### src/wdt_reset_map.vh
`ifndef WDT_RESET_MAP_VH
`define WDT_RESET_MAP_VH
// register byte addresses on the bus
`define ADDR_WATCHDOG_CONTROL    12'h000
`define ADDR_RESET_SOURCE_FLAGS  12'h004
`define ADDR_RESET_PIN_KEY       12'h008
`define ADDR_CORE_STATUS         12'h00c
`define ADDR_CORE_EVENTS         12'h010
// watchdog_control fields and power-on value
`define KEY_LSB                  3
`define SEL_LSB                  0
`define WDT_CTRL_POR             8'h53
`define WDT_KEY_A                5'h0a
`define WDT_KEY_B                5'h15
// reset_source_flags bit positions
`define FLAG_WDT_SW              0
`define FLAG_UV_KEY              1
`define FLAG_UV                  2
`define FLAG_PIN_KEY             3
// reset_pin_key values
`define PIN_KEY_POR              8'h55
`define PIN_KEY_B                8'haa
// core_status bit positions
`define STAT_EXPIRED             0
`define STAT_PDOWN               1
// core_events write bits (self clearing)
`define EV_CLEAR_WDT             0
`define EV_STOP                  1
// timing
`define CLK_PERIOD_NS            8
`define SOFT_RESET_DELAY_NS      16000
`define SOFT_RESET_CYCLES        (`SOFT_RESET_DELAY_NS / `CLK_PERIOD_NS)
`define PIN_RELEASE_DELAY_NS     16000
`define PIN_RELEASE_CYCLES       (`PIN_RELEASE_DELAY_NS / `CLK_PERIOD_NS)
`define SLOW_OSC_HZ              32000
`define CLK_HZ                   125000000
`define SLOW_DIV_CYCLES          (`CLK_HZ / `SLOW_OSC_HZ)
`endif

### src/watchdog_and_reset_control.v
`timescale 1ns/1ps
`default_nettype none
`include "wdt_reset_map.vh"
module watchdog_and_reset_control #(
  parameter SOFT_CYCLES = `SOFT_RESET_CYCLES,
  parameter PIN_CYCLES  = `PIN_RELEASE_CYCLES,
  parameter SLOW_DIV    = `SLOW_DIV_CYCLES
) (
  // clock and reset
  input  wire        CLOCK,
  input  wire        RST_N,
  // apb slave
  input  wire        PSEL,
  input  wire        PENABLE,
  input  wire        PWRITE,
  input  wire [11:0] PADDR,
  input  wire [31:0] PWDATA,
  output reg  [31:0] PRDATA,
  output reg         PREADY,
  output reg         PSLVERR,
  // core side
  input  wire        SLEEP_MODE,
  input  wire        EXTERNAL_CLEAR_PIN_N,
  output reg         FULL_RESET,
  output reg         WARM_RESET,
  output reg         CORE_INHIBIT,
  output reg         PORT_PRESET,
  output reg         CLEAR_PC,
  output reg         PIN_RESET_SELECT
);

  // bus decode
  wire        setup_wr = PSEL & ~PENABLE & PWRITE;
  wire        acc      = PSEL & PENABLE & PREADY;
  wire        wr       = acc & PWRITE;
  wire        sel_ctrl = (PADDR == `ADDR_WATCHDOG_CONTROL);
  wire        sel_flag = (PADDR == `ADDR_RESET_SOURCE_FLAGS);
  wire        sel_key  = (PADDR == `ADDR_RESET_PIN_KEY);
  wire        sel_stat = (PADDR == `ADDR_CORE_STATUS);
  wire        sel_ev   = (PADDR == `ADDR_CORE_EVENTS);
  wire        mapped   = sel_ctrl | sel_flag | sel_key | sel_stat | sel_ev;

  reg  [7:0]  ctrl_q;
  reg  [3:0]  flags_q;
  reg  [7:0]  pkey_q;
  reg         expired_q;
  reg         pdown_q;
  reg  [15:0] wdt_q;
  reg  [15:0] div_q;
  reg  [15:0] soft_q;
  reg  [15:0] rel_q;
  reg  [2:0]  pin_sync_q;
  reg         pin_low_q;
  reg         por_done_q;
  reg  [3:0]  flags_d;
  reg  [15:0] wdt_d;
  reg  [15:0] soft_d;
  reg  [15:0] rel_d;

  wire [4:0]  wkey  = ctrl_q[`KEY_LSB +: 5];
  wire [2:0]  wsel  = ctrl_q[`SEL_LSB +: 3];
  wire        wkey_ok = (wkey == `WDT_KEY_A) | (wkey == `WDT_KEY_B);
  wire        pkey_ok = (pkey_q == `PIN_KEY_POR) | (pkey_q == `PIN_KEY_B);
  wire        slow_tick = (div_q == SLOW_DIV - 1);
  wire        clr_instr = wr & sel_ev & PWDATA[`EV_CLEAR_WDT];
  wire        stop_instr = wr & sel_ev & PWDATA[`EV_STOP];
  // pin level counts once stages two and three agree
  wire        pin_low_d = (pin_sync_q[1] == pin_sync_q[2]) ?
                          ~pin_sync_q[2] : pin_low_q;
  wire        pin_hold = pin_low_q & pkey_ok;
  // overflow when selected bit falls, counter keeps counting unless the watchdog key is bad
  wire [4:0]  bit_idx = 5'd8 + {2'b00, wsel} - 5'd1;
  wire        wdt_next_bit = wdt_q[bit_idx[3:0]];
  wire [15:0] wdt_inc = wdt_q + 16'h0001;
  wire        overflow = slow_tick & wkey_ok & wdt_next_bit &
                         ~wdt_inc[bit_idx[3:0]];
  wire        soft_fire = (soft_q == 16'h0001);
  wire        full_evt  = soft_fire | (overflow & ~SLEEP_MODE);
  wire        warm_evt  = overflow & SLEEP_MODE;
  wire        any_reset = full_evt | warm_evt | pin_hold;
  // bad key written or settled starts one shared delay
  wire        bad_key   = ~wkey_ok | ~pkey_ok;

  // idle high after reset so no false pin event follows release
  always @(posedge CLOCK or negedge RST_N)
  begin
    if (!RST_N)
      pin_sync_q <= 3'b111;
    else
      pin_sync_q <= {pin_sync_q[1:0], EXTERNAL_CLEAR_PIN_N};
  end

  always @(posedge CLOCK or negedge RST_N)
  begin
    if (!RST_N)
    begin
      pin_low_q   <= 1'b0;
      por_done_q  <= 1'b0;
      PORT_PRESET <= 1'b1;
    end
    else
    begin
      pin_low_q   <= pin_low_d;
      por_done_q  <= 1'b1;
      // ports stay preset for one cycle past release
      PORT_PRESET <= ~por_done_q;
    end
  end

  // no wait state: ready rises the cycle after setup
  always @(posedge CLOCK or negedge RST_N)
  begin
    if (!RST_N)
    begin
      PRDATA  <= 32'h0000_0000;
      PREADY  <= 1'b0;
      PSLVERR <= 1'b0;
    end
    else
    begin
      PREADY  <= PSEL & ~PENABLE;
      PSLVERR <= PSEL & ~PENABLE & ~mapped;
      if (PSEL & ~PENABLE & ~PWRITE)
      begin
        case (1'b1)
          sel_ctrl: PRDATA <= {24'h0, ctrl_q};
          sel_flag: PRDATA <= {28'h0, flags_q};
          sel_key:  PRDATA <= {24'h0, pkey_q};
          sel_stat: PRDATA <= {30'h0, pdown_q, expired_q};
          default:  PRDATA <= 32'h0000_0000;
        endcase
      end
    end
  end

  // slow rate is an enable pulse, not a second clock
  always @(posedge CLOCK or negedge RST_N)
  begin
    if (!RST_N)
      div_q <= 16'h0000;
    else
      div_q <= slow_tick ? 16'h0000 : div_q + 16'h0001;
  end

  // a bad watchdog key returns control to its power-on value
  always @(posedge CLOCK or negedge RST_N)
  begin
    if (!RST_N)
      ctrl_q <= `WDT_CTRL_POR;
    else if (soft_fire & ~wkey_ok)
      ctrl_q <= `WDT_CTRL_POR;
    else if (wr & sel_ctrl)
      ctrl_q <= PWDATA[7:0];
  end

  // key restore on all resets except warm
  always @(posedge CLOCK or negedge RST_N)
  begin
    if (!RST_N)
      pkey_q <= `PIN_KEY_POR;
    else if (full_evt | pin_hold)
      pkey_q <= `PIN_KEY_POR;
    else if (wr & sel_key)
      pkey_q <= PWDATA[7:0];
  end

  always @*
  begin
    flags_d = flags_q;
    // software may write 0 only, hardware set wins
    if (wr & sel_flag)
      flags_d = flags_q & PWDATA[3:0];
    if (soft_fire & ~wkey_ok)
      flags_d[`FLAG_WDT_SW] = 1'b1;
    if (soft_fire & ~pkey_ok)
      flags_d[`FLAG_PIN_KEY] = 1'b1;
  end

  always @(posedge CLOCK or negedge RST_N)
  begin
    if (!RST_N)
      flags_q <= 4'h0;
    else
      flags_q <= flags_d;
  end

  // status flags; clear instruction drops power-down
  always @(posedge CLOCK or negedge RST_N)
  begin
    if (!RST_N)
    begin
      expired_q <= 1'b0;
      pdown_q   <= 1'b0;
    end
    else
    begin
      if (clr_instr)
        pdown_q <= 1'b0;
      if (stop_instr)
      begin
        pdown_q   <= 1'b1;
        expired_q <= 1'b0;
      end
      if (overflow)
        expired_q <= 1'b1;
    end
  end

  // watchdog counter clear sources
  always @*
  begin
    wdt_d = wdt_q;
    if (soft_fire | clr_instr | stop_instr | pin_hold)
      wdt_d = 16'h0000;
    else if (slow_tick & wkey_ok)
      wdt_d = wdt_inc;
  end

  always @(posedge CLOCK or negedge RST_N)
  begin
    if (!RST_N)
      wdt_q <= 16'h0000;
    else
      wdt_q <= wdt_d;
  end

  // one shared soft reset delay for both key registers
  always @*
  begin
    soft_d = soft_q;
    if (soft_fire)
      soft_d = 16'h0000;
    else if (bad_key & (soft_q == 16'h0000) & ~setup_wr)
      soft_d = SOFT_CYCLES[15:0];
    else if (soft_q > 16'h0001)
      soft_d = soft_q - 16'h0001;
  end

  always @(posedge CLOCK or negedge RST_N)
  begin
    if (!RST_N)
      soft_q <= 16'h0000;
    else
      soft_q <= soft_d;
  end

  // inhibit through reset and release delay
  always @*
  begin
    rel_d = rel_q;
    if (any_reset)
      rel_d = PIN_CYCLES[15:0];
    else if (rel_q != 16'h0000)
      rel_d = rel_q - 16'h0001;
  end

  always @(posedge CLOCK or negedge RST_N)
  begin
    if (!RST_N)
      rel_q <= 16'h0000;
    else
      rel_q <= rel_d;
  end

  // requests leave through flip-flops so the core sees clean levels
  always @(posedge CLOCK or negedge RST_N)
  begin
    if (!RST_N)
    begin
      FULL_RESET       <= 1'b0;
      WARM_RESET       <= 1'b0;
      CORE_INHIBIT     <= 1'b1;
      CLEAR_PC         <= 1'b1;
      PIN_RESET_SELECT <= 1'b1;
    end
    else
    begin
      CORE_INHIBIT     <= any_reset | (rel_q > 16'h0001);
      FULL_RESET       <= full_evt | pin_hold;
      WARM_RESET       <= warm_evt;
      CLEAR_PC         <= any_reset;
      PIN_RESET_SELECT <= pkey_ok;
    end
  end

endmodule // watchdog_and_reset_control
`default_nettype wire

### config.mk
export PLATFORM = sky130hd
export DESIGN_NAME = watchdog_and_reset_control
export DESIGN_NICKNAME = d
export VERILOG_FILES = /design/src/watchdog_and_reset_control.v
export VERILOG_INCLUDE_DIRS = /design/src /design/src/src
export SDC_FILE = /design/constraint.sdc
export NUM_CORES = 1
export LEC_CHECK = 0
export BUFFER_PORTS_ARGS = -buffer_cell sky130_fd_sc_hd__buf_2
export CELL_PAD_IN_SITES_DETAIL_PLACEMENT = 0
export CELL_PAD_IN_SITES_GLOBAL_PLACEMENT = 1
export CORE_MARGIN = 10
export CORE_UTILIZATION = 40
export DETAILED_ROUTE_END_ITERATION = 8
export PLACE_DENSITY = 0.75
export SLEW_MARGIN = 30
export SYNTH_ARGS = -nofsm -noshare
export SYNTH_HDL_FRONTEND = slang
export SYNTH_SLANG_ARGS = --single-unit
### constraint.sdc
create_clock -name CLOCK -period 2.4 [get_ports CLOCK]
set_clock_uncertainty 0.1 [all_clocks]
set_input_delay 0.48 -clock CLOCK [delete_from_list [all_inputs] [get_ports CLOCK]]
set_output_delay 0.48 -clock CLOCK [all_outputs]
set_load 0.005 [all_outputs]
Yosys cells after proc, flatten, opt, wreduce, memory -nomap -nowiden
Cells that the tools add are included.
Word-level totals
  register bits: 131
  logic and storage cells: 131
  output and inout bits: 40
Operators by class
  reduce and logical (&&, ||, !) cells: 12
  bitwise logic cells: 49
  add/sub/neg operators: 6
  $lt $le $gt $ge: 3
  muxes and demuxes: 27
  equality and inequality tests: 11
Operator list (number)
  $mux W16: 8
  $mux W32: 2
  $mux W8: 5
  $add A16 B1 Y16 const B: 2
  $gt A16 B1 Y1 const B: 2
  $sub A16 B1 Y16 const B: 2
  $eq A12 B4 Y1 const B: 2
  $and A1 B1 Y1: 23
  $eq A16 B1 Y1 const B: 1
  $eq A16 B12 Y1 const B: 1
  $logic_not A16 Y1: 1
  $reduce_bool A16 Y1: 1
  $reduce_bool A2 Y1: 8
  $or A1 B1 Y1: 15
  $eq A12 B3 Y1 const B: 1
  $eq A12 B5 Y1 const B: 1
  $logic_not A12 Y1: 1
  $not A1 Y1: 10
  $bmux W1 S4: 2
  $eq A8 B7 Y1 const B: 1
  $eq A8 B8 Y1 const B: 1
  $mux W1: 8
  $eq A5 B4 Y1 const B: 1
  $eq A5 B5 Y1 const B: 1
  8 further kinds: 8

Logic depth before layout (Yosys ltp)
Gate-level depths: netlist (run 1).
  word-level depth: 11
  mapped depth: 11
  mapped depth without buffers: 9

Least setup slack after synthesis (run 1)
No wires, ideal clock.
  path type: input -> register
  start point: in PADDR[7]
  end point: reg pkey_q[1]
  setup slack: -165 ps
  stages: 7
  data required time: 2180 ps
  setup time: 120 ps
  arrival time: 2345 ps
  cell sequence: nor4_1 nand3_1 or2_2 clkbuf_1 nor3_2 mux2_2 and3_1
On the way
  cells in the longest elaborated chain, start to end: 3
RTL lines
  from (decl): RTL line watchdog_and_reset_control.v:16  | input wire [11:0] PADDR,
  $eq A12 B4 Y1 (no line)
  $and A1 B1 Y1: RTL line watchdog_and_reset_control.v:163  | else if (wr & sel_key)
  $reduce_bool A2 Y1 (no line)
  to (signal assigned): RTL line watchdog_and_reset_control.v:160  | pkey_q <= `PIN_KEY_POR;
  to (signal assigned): RTL line watchdog_and_reset_control.v:162  | pkey_q <= `PIN_KEY_POR;
  to (signal assigned): RTL line watchdog_and_reset_control.v:164  | pkey_q <= PWDATA[7:0];
  to (decl): RTL line watchdog_and_reset_control.v:45  | reg [7:0] pkey_q;
Every way passes these cells.
A chain may end at the register's enable or synchronous reset.

Worst setup path in the final report (run 1)
  start point: reg soft_q[11]
  end point: reg soft_q[0]
On the way
  cells in the longest elaborated chain, start to end: 5
RTL lines
  from (decl): RTL line watchdog_and_reset_control.v:50  | reg [15:0] soft_q;
  from (signal assigned): RTL line watchdog_and_reset_control.v:244  | soft_q <= soft_d;
  parallel branches: the longest is 5 deep, another holds $gt A16 B1 Y1
Parallel ways; which one is timed is not known.

==> results.tsv, run 1 <==
stage	metric	value	unit
sta	max-slew violation total from the final report	0	
final_layout	Diodes inserted	0	
floorplanning	io pins	91	
routing	DRC viols	0	
global_routing	initial antenna violation count	0	
routing	drt total wl	14200	um
job	Max Cap Viol	0	
worst_setup_path	Worst Path Required	2.53	ns
sta	Max Freq	0.389	GHz
synthesis	synth top area cells	dfrtp_1, dfstp_2, xnor2_1	
clocking	CTS Sinks	107	
clocking	clk buf depth	2	
clocking	CTS root buf	clkbuf_16	
synthesis	Synth Flop Type	dfrtp_1	
synthesis	Post-synth EDFFs	0	
sta	Fin. Hold Viols	0	
synthesis	Mean Syn Cell Area	9.91	um^2
clocking	Clock Pin Slew Worst Setup and Hold Paths	0.07	ns
worst_setup_path	Arr. time, crit path	2.70	ns
sta	slack of the critical path	-0.169	ns
global_routing	largest net degree at the start of global routing	41	
synthesis	Ys Warns	0	
place	Final Wtd Congestion	0.815	
worst_setup_path	WP buf/inv	2	
synthesis	post-synthesis instance area	5780	um^2
worst_setup_path	cell at the slowest stage of the critical path	or4_4	
final_layout	synthesis-to-finish area growth	30.9	%
synthesis	Yosys reg bits	107	
clocking	CTS hold repair buffers	0	
sta	RSZ-0062 raised after global routing	yes	
place	dpl cell area	6680	um^2
synthesis	sequential share of the synthesized area	46.7	%
routing	vias per cell	5.17	
sta	Finish-stage setup viols	26	
place	DPL Wire Length	10000	um
place	IO Port Bufs	42	
global_routing	gr usage total	13.8	%
floorplanning	initial core utilization	41.3	%
global_routing	vias in the first global route	4710	
synthesis	top cell type by total area after synthesis	dfrtp_1	
global_routing	first-pass GRT wire length	23000	um
status	failing checks	setup timing	
power	Power Dens Cells	616	nW/um^2
sta	Slew @ Worst Pin	0.672	ns
sta	Max-slew headroom	54.8	%
clocking	CTS H-tree depth	3	
worst_setup_path	crit path launch type	flip-flop	
sta	post-layout min period	2.57	ns
clocking	clock latency at the later pin of the worst-skew pair	0.34	ns
final_layout	final core occ	54.1	%
floorplanning	core area	14000	um^2
final_layout	# nets final	766	
routing	DRT antenna net count	0	
floorplanning	Die H	140	um
worst_setup_path	CP Cell Sequence	or4_4 -> or3_4 -> nor4b_4 -> buf_4 -> nand2_4 -> buf_6 -> o31ai_4 -> nor2_2 -> mux2_4	
worst_setup_path	slowest cell delay on critical path	0.54	ns
clocking	cts bufs inserted	9	
power	Leak Pwr	3.27	nW
floorplanning	Die ar.	19600	um^2
routing	via count	4612	
synthesis	Post-Synthesis Cells	583	
worst_setup_path	crit end category	flip-flop	
final_layout	commonest non-fill, non-tap cells in the layout	dfrtp_1, buf_4, nor2_1, nand2_1, xnor2_1	
routing	detailed router's first-iteration violation count	285	
global_routing	gr ovfl total	0	
power	Peak VDD IR	651	uV
sta	Sum Neg Setup Slack	-2.08	ns
routing	first drt pass iteration count	4	
worst_setup_path	CP delay by family, top	simple AND/OR/NAND/NOR gates	
synthesis	post-synth cell types	63	
floorplanning	Site Rows	43	
min_path	Hold WC Path Type	input port to asynchronous set/reset pin	
synthesis	Synth top area share	39.9	%
clocking	CTS tree	yes	
floorplanning	Die Wd	140	um
status	run status	complete, but fails checks	
final_layout	commonest non-fill, non-tap cell in the layout	dfrtp_1	
sta	fin crit share	107	%
routing	Routed WL per cell	15.9	um
synthesis	asr flop ratio synth	100	%
worst_setup_path	Setup CP Type	flip-flop to flip-flop	
final_layout	Design Area, Final	7560	um^2
final_layout	ratio of cells with drive above 1 in the final layout	34.6	%
worst_setup_path	crit-path max FO	4	
-- cell families after synthesis --
| family | Yosys count | share of synthesized area (%) |
|---|---|---|
| simple gates | 269 | 24.8 |
| flops | 107 | 46.7 |
| other cells | 2 | 0.130 |
| compound gates | 59 | 7.45 |
| fa+ha+maj | 8 | 1.73 |
| buf+inv | 58 | 5.46 |
| xor+xnor | 63 | 9.55 |
| mux | 17 | 4.22 |
-- routing by layer --
| metal | GRT usage, % | vias up | share of wire, % |
|---|---|---|---|
| li1 | - | 2258 | - |
| met1 | 17.2 | 2273 | 46 |
| met2 | 23.1 | 64 | 50 |
| met3 | 3.04 | 17 | 3.2 |
| met4 | 4.35 | 0 | 1.4 |
| met5 | 0 | - | 0 |
-- worst reg2reg max path, cell delays in order (launching register included) --
cell and delay, ns:
dfrtp_1 0.40, or4_4 0.54, or3_4 0.36, nor4b_4 0.31, buf_4 0.18, nand2_4 0.06
buf_6 0.12, o31ai_4 0.08, nor2_2 0.05, mux2_4 0.25
-- power breakdown --
group / switching (W) / leakage [nW] / internal, W / total, W
logic: 0.000442 / 1.78 / 0.000448 / 0.000891
registers: 0.000166 / 1.33 / 0.00199 / 0.00216
clock network: 0.000637 / 0.157 / 0.000974 / 0.00161
total: 0.00125 / 3.27 / 0.00341 / 0.00466
-- state kept, by name (all words and copies together) (netlist names), 3 cells and up --
signal	flops
div_q	16
rel_q	16
soft_q	16
wdt_q	16
PRDATA	8
ctrl_q	8
pkey_q	8
flags_q	4
pin_sync_q	3
-- repair_timing --
item / 4_1_cts / 5_1_grt
gates cloned: 0 / 2
setup endpoints to repair: 51 / 71
gates resized for setup: 9 / 89
setup buffers: 2 / 11
pin swaps: 6 / 29
-- cell usage after synthesis, types with 3 or more instances --
master      n
and3_1     17
or3_1       4
dfrtp_1    92
o21a_1      5
nor3_1     29
nor4_1     16
mux2i_1     6
a21oi_1    10
o22a_1      4
nand2b_1    5
a2111oi_0   4
clkbuf_1   12
inv_1      17
nand4_1    10
buf_4      25
mux2_2      5
buf_2       3
a22o_1      4
nor2b_1     4
nor4bb_1    6
nand3_1    27
a221oi_1    4
o21ai_0    10
mux4_2      5
o31ai_1     4
xor2_1     18
ha_1        8
nor2_1     71
xnor2_1    45
dfstp_2    15
nand2_1    52
-- layout make-up --
cell class / count / area, um^2
tap: 180 / 225
multi-input combinational: 441 / 3240
clock inverter: 2 / 60.1
sequential: 107 / 2700
inverter: 17 / 66.3
clock buffer: 14 / 264
timing repair buffer: 131 / 1010
fill: 1244 / 6430
-- final timing paths --
path	startpoint	to	slack [ns]	cells after the start
worst max-delay path	soft_q[11]	soft_q[0]	-0.17	9
worst min-delay path	RST_N	div_q[13]	0.01	1
worst max register to register	soft_q[11]	soft_q[0]	-0.17	9
worst min register to register	pin_sync_q[0]	pin_sync_q[1]	0.26	0
max in group asynchronous	RST_N	wdt_q[11]	1.48	2
min in group CLOCK	EXTERNAL_CLEAR_PIN_N	pin_sync_q[0]	0.13	1
-- stage by stage --
| stage | hold slack (ns) | std cells | setup slack (ns) | total power [W] |
|---|---|---|---|---|
| 4_1_cts | 0.0318 | 880 | -0.186 | 0.00462 |
| 2_1_floorplan | 0.0844 | 606 | -0.0977 | 0.00269 |
| 3_5_place_dp | 0.250 | 862 | -0.155 | 0.00299 |
| 6_report | 0.0125 | 892 | -0.169 | 0.00466 |
| 5_1_grt | 0.0565 | 892 | -0.283 | 0.00491 |
| 3_3_place_gp | 0.248 | 862 | -0.0892 | 0.00294 |
No activity file was read; power rests on OpenSTA's default activity.
==> run 2, diff against run 1 <==
- ABC_AREA: not set -> 1
- CORE_UTILIZATION: 40 -> 38
- PLACE_DENSITY: 0.75 -> 0.74
- SETUP_SLACK_MARGIN: not set -> 0.05
==> results.tsv, run 2 <==
stage	metric	value	unit
synthesis	synth top area cells	dfrtp_1, nand2_1, inv_1	
worst_setup_path	Worst Path Required	2.55	ns
worst_setup_path	FF-to-FF Start	ctrl_q[1]	
synthesis	top cell type by total area after synthesis	dfrtp_1	
place	Final Wtd Congestion	0.827	
global_routing	initial antenna violation count	0	
clocking	cts bufs inserted	9	
final_layout	final non-filler cell total	1104	
worst_setup_path	crit path launch type	flip-flop	
final_layout	Diodes inserted	0	
job	Max Cap Viol	0	
clocking	clk buf depth	2	
synthesis	count leader, synth	nand2_1	
synthesis	Post-synth EDFFs	0	
final_layout	commonest non-fill, non-tap cell in the layout	nand2_1	
routing	drt total wl	15200	um
synthesis	sequential share of the synthesized area	43.5	%
floorplanning	Die Wd	148	um
synthesis	Ys Warns	0	
global_routing	gr usage total	14.1	%
floorplanning	Site Rows	46	
sta	fin crit share	92.6	%
routing	detailed router's first-iteration violation count	269	
routing	DRC viols	0	
clocking	CTS H-tree depth	3	
floorplanning	core area	15900	um^2
routing	DRT antenna net count	0	
global_routing	gr ovfl total	0	
min_path	HP Start	EXTERNAL_CLEAR_PIN_N	
final_layout	# nets final	942	
sta	Max Freq	0.450	GHz
place	IO Port Bufs	42	
synthesis	Post-Synthesis Cells	809	
final_layout	commonest non-fill, non-tap cells in the layout	nand2_1, inv_1, dfrtp_1, nor2_1, nand3_1	
synthesis	post-synth cell types	47	
global_routing	largest net degree at the start of global routing	36	
power	Peak VDD IR	496	uV
floorplanning	Die ar.	21800	um^2
clocking	CTS root buf	clkbuf_16	
synthesis	asr flop ratio synth	100	%
sta	post-layout min period	2.22	ns
routing	via count	5207	
synthesis	Mean Syn Cell Area	7.66	um^2
place	DPL Wire Length	11600	um
global_routing	first-pass GRT wire length	25100	um
synthesis	Yosys reg bits	107	
synthesis	post-synthesis instance area	6200	um^2
clocking	CTS Sinks	107	
sta	Finish-stage setup viols	0	
sta	RSZ-0062 raised after global routing	no	
synthesis	Synth Flop Type	dfrtp_1	
floorplanning	io pins	91	
worst_setup_path	start point of the critical path	ctrl_q[1]	
routing	first drt pass iteration count	4	
worst_setup_path	Arr. time, crit path	2.37	ns
floorplanning	Die H	148	um
worst_setup_path	crit-path max FO	8	
routing	Routed WL per cell	13.8	um
floorplanning	initial core utilization	38.9	%
power	Leak Pwr	3.54	nW
worst_setup_path	Setup CP Type	flip-flop to flip-flop	
power	Power Dens Cells	639	nW/um^2
global_routing	vias in the first global route	5064	
synthesis	most frequent cells after synthesis	nand2_1, inv_1, dfrtp_1, nor2_1, nand3_1	
routing	vias per cell	4.72	
clocking	clock latency at the later pin of the worst-skew pair	0.36	ns
clocking	CTS tree	yes	
worst_setup_path	crit end category	flip-flop	
synthesis	Synth top area share	37.1	%
sta	max-slew violation total from the final report	0	
final_layout	ratio of cells with drive above 1 in the final layout	16.8	%
sta	Sum Neg Setup Slack	0	ns
min_path	Hold WC Path Type	input port to flip-flop	
final_layout	synthesis-to-finish area growth	16.1	%
sta	Fin. Hold Viols	0	
status	run status	finished, final reports clean	
clocking	Clock Pin Slew Worst Setup and Hold Paths	0.08	ns
place	dpl cells	1083	
-- run 2: cell count changes in the layout (fill, tap and decap cells not counted), sizes merged, moves of 12 or more --
cell,before,now
and3,17,0
nor3,31,13
buf,130,72
nor4,18,6
nand3,27,59
nand2,54,177
a21oi,10,38
xnor2,45,9
o21ai,11,44
nor2,72,106
nand4,10,30
inv,17,129
-- run 2: area by class of cell --
cell class / instances / area (um^2)
multi-input combinational: 565 / 2920
inverter: 126 / 478
fill: 1676 / 8740
sequential: 107 / 2700
tap: 216 / 270
timing repair buffer: 74 / 503
clock inverter: 6 / 93.8
clock buffer: 10 / 239
-- run 2: metrics by stage --
stage	setup slack, ns	cell area, um^2	hold WS [ns]	power [W]	util [%]
after CTS	0.111	7140	0.0973	0.00465	44.8
after detailed placement	0.126	6790	0.243	0.00295	42.6
final	0.179	7200	0.113	0.00460	45.2
after global routing	0.0513	7200	0.0882	0.00489	45.2
after floorplan	0.0854	6310	0.0844	0.00272	-
after global placement	0.127	6790	0.238	0.00295	42.6
-- run 2: worst paths after layout --
kind                                      end  slack (ns)  cells past startpoint
worst max-delay path                 rel_q[3]        0.18                     13
worst min-delay path            pin_sync_q[0]        0.11                      1
worst max register to register       rel_q[3]        0.18                     13
worst min register to register    PORT_PRESET        0.25                      1
max in group asynchronous           wdt_q[12]        1.12                      3
min in group asynchronous           div_q[15]        0.48                      2
-- run 2: report_power, final --
group | leakage [nW] | switching [W] | internal [W]
Sequential | 1.33 | 0.000145 | 0.00199
Clock | 0.165 | 0.000718 | 0.000957
Combinational | 2.05 | 0.000467 | 0.000331
Total | 3.54 | 0.00133 | 0.00327
-- run 2: kinds of logic (layout without fill, tap and decap cells) --
family	count (synthesis)	after routing	share of synthesized area, %
other cells	2	25	0.121
compound gates	105	105	9.79
mux	1	1	0.161
buf+inv	160	216	11.6
fa+ha+maj	8	8	1.61
simple gates	400	400	29.5
xor+xnor	26	26	3.67
flops	107	107	43.5
-- run 2: metal layers --
metal	vias to the layer above	share of wire [%]	GRT usage [%]
met3	19	3.0	3.05
met1	2421	47	17.8
li1	2699	-	-
met4	0	1.8	4.66
met5	-	0	0
met2	68	48	23.3
-- run 2: critical path, cell delays in order, from the launching register on --
cell and delay (ns):
dfstp_2 0.53, inv_1 0.08, ha_4 0.29, inv_6 0.09
a21oi_1 0.04, o21ai_0 0.09, nand3_1 0.13, nand3_2 0.10
nand3_2 0.09, a21oi_4 0.19, nand2_4 0.10, nand2_8 0.11
buf_12 0.13, nor2_2 0.03
-- run 2: repair_timing --
action	in CTS	in global routing
hold buffers	1	0
setup endpoints to repair	0	14
endpoints found under the hold margin	19	0
buffers inserted	0	4
resized for setup	0	7
==> run 3, diff against run 2 <==
- REMOVE_ABC_BUFFERS: not set -> 1
==> results.tsv, run 3 (synthesis gave the netlist of run 2 again) <==
stage	metric	value	unit
clocking	clock latency at the later pin of the worst-skew pair	0.35	ns
routing	vias per cell	4.71	
global_routing	gr ovfl total	0	
routing	drt total wl	14800	um
sta	post-layout min period	2.21	ns
global_routing	vias in the first global route	5150	
clocking	CTS tree	yes	
worst_setup_path	crit path launch type	flip-flop	
floorplanning	io pins	91	
sta	Max-slew headroom	56.4	%
worst_setup_path	Reg-to-Reg End	rel_q[4]	
routing	DRC viols	0	
worst_setup_path	crit-path max FO	6	
final_layout	commonest non-fill, non-tap cells in the layout	nand2_1, inv_1, dfrtp_1, nor2_1, nand3_1	
clocking	CTS Sinks	107	
global_routing	gr usage total	13.9	%
routing	DRT antenna net count	0	
clocking	CTS root buf	clkbuf_16	
global_routing	first-pass GRT wire length	25300	um
worst_setup_path	r2r setup slk	0.19	ns
clocking	clk buf depth	2	
power	PnR Total Power	0.00428	W
sta	Max Freq	0.453	GHz
worst_setup_path	Arr. time, crit path	2.31	ns
final_layout	commonest non-fill, non-tap cell in the layout	nand2_1	
final_layout	final core occ	44.4	%
routing	first drt pass iteration count	4	
power	combinational share of power	18.0	%
floorplanning	Die Wd	148	um
final_layout	# nets final	939	
worst_setup_path	crit end category	flip-flop	
sta	Fin. Hold Viols	0	
clocking	cts bufs inserted	9	
sta	Slew @ Worst Pin	0.655	ns
power	switching share of power	29.1	%
min_path	Hold WC Path Type	input port to asynchronous set/reset pin	
clocking	CTS hold repair buffers	0	
power	Psw	0.00124	W
sta	RSZ-0062 raised after global routing	no	
sta	fin crit share	91.9	%
power	Seq pwr share	49.8	%
routing	via count	5186	
clocking	CTS H-tree depth	3	
worst_setup_path	worst-case reg-to-reg path depth	12	
job	Max Cap Viol	0	
place	DPL Wire Length	11000	um
clocking	Clock Pin Slew Worst Setup and Hold Paths	0.07	ns
worst_setup_path	Worst Path Required	2.50	ns
power	Pint	0.00303	W
power	Power Dens Cells	604	nW/um^2
sta	max-slew violation total from the final report	0	
routing	Routed WL per cell	13.4	um
floorplanning	Site Rows	46	
place	Final Wtd Congestion	0.835	
status	run status	finished, final reports clean	
global_routing	initial antenna violation count	0	
sta	Finish-stage setup viols	0	
final_layout	synthesis-to-finish area growth	14.2	%
power	Leak Pwr	3.47	nW
final_layout	Diodes inserted	0	
floorplanning	Die H	148	um
global_routing	largest net degree at the start of global routing	108	
place	post-placement setup slack	0.0688	ns
power	Peak VDD IR	374	uV
power	power share of the clock group	32.1	%
sta	slack of the critical path	0.194	ns
floorplanning	initial core utilization	38.9	%
final_layout	FILL cells	1659	
worst_setup_path	Setup CP Type	flip-flop to flip-flop	
worst_setup_path	FF-to-FF Start	ctrl_q[1]	
place	IO Port Bufs	42	
floorplanning	Die ar.	21800	um^2
routing	detailed router's first-iteration violation count	223	
floorplanning	core area	15900	um^2
final_layout	ratio of cells with drive above 1 in the final layout	16.3	%
==> run 3: cell count changes in the layout (fill, tap and decap cells not counted), sizes merged <==
| cell | before | now |
|---|---|---|
| nand2 | 177 | 178 |
| bufinv | 2 | 0 |
| inv | 129 | 126 |
| clkinvlp | 0 | 1 |
| buf | 72 | 70 |
| dlygate4sd3 | 1 | 0 |
| clkbuf | 11 | 14 |
==> run 3: through the flow <==
stage / instance area, um^2 / std cells / hold slack, ns / setup TNS [ns]
CTS: 7010 / 1098 / 0.112 / 0
finish: 7080 / 1101 / 0.0602 / 0
global placement: 6740 / 1082 / 0.246 / 0
floorplan: 6040 / 798 / 0.0844 / -3.00
detailed placement: 6740 / 1082 / 0.246 / 0
global route: 7080 / 1101 / 0.112 / 0
==> run 3: power groups by stage <==
stage,Combinational (W),Clock [W],Sequential [W]
after floorplan,0.000545,0,0.00213
after global placement,0.000766,0,0.00216
after detailed placement,0.000771,0,0.00216
after CTS,0.000776,0.00143,0.00213
after global routing,0.000901,0.00149,0.00216
final,0.000771,0.00138,0.00213
==> run 3: layer usage <==
layer,global-route usage (%),routed length [um],part of all wire [%]
met4,3.47,141,0.95
met5,0,0,0
met3,3.75,672,4.5
met1,18.5,7290,49
met2,22.0,6680,45
==> run 3: timing repair <==
item	in CTS	in global routing
endpoints found under the setup margin	0	30
resized for setup	0	11
buffers inserted	0	2
==> run 3: layout make-up <==
type	count	area (um^2)	share of cell area, %
repair buffers	70	459	6.49
flip-flops and latches	107	2700	38.1
clock buffers	14	254	3.59
multi-input cells	566	2920	41.2
inverters	126	473	6.68
well taps	216	270	3.82
clock inverters	2	12.5	0.177
==> run 3: worst max path at each step <==
| stage | startpoint | to |
|---|---|---|
| floorplan | ctrl_q[0] | rel_q[6] |
| global placement | ctrl_q[1] | rel_q[9] |
| detailed placement | ctrl_q[1] | CORE_INHIBIT |
| CTS | ctrl_q[1] | CORE_INHIBIT |
| global route | rel_q[0] | rel_q[14] |
| finish | ctrl_q[1] | rel_q[4] |
==> run 3: worst max-delay path, cell delays in order, from the launching register on <==
cell and delay [ns]:
dfstp_2 0.53, inv_1 0.08, ha_4 0.29, inv_2 0.07, buf_4 0.14, buf_4 0.12
a21oi_1 0.10, nand2_1 0.08, nand3_2 0.10, a21oi_4 0.07, nand2_4 0.13, buf_8 0.15
nand4_1 0.08
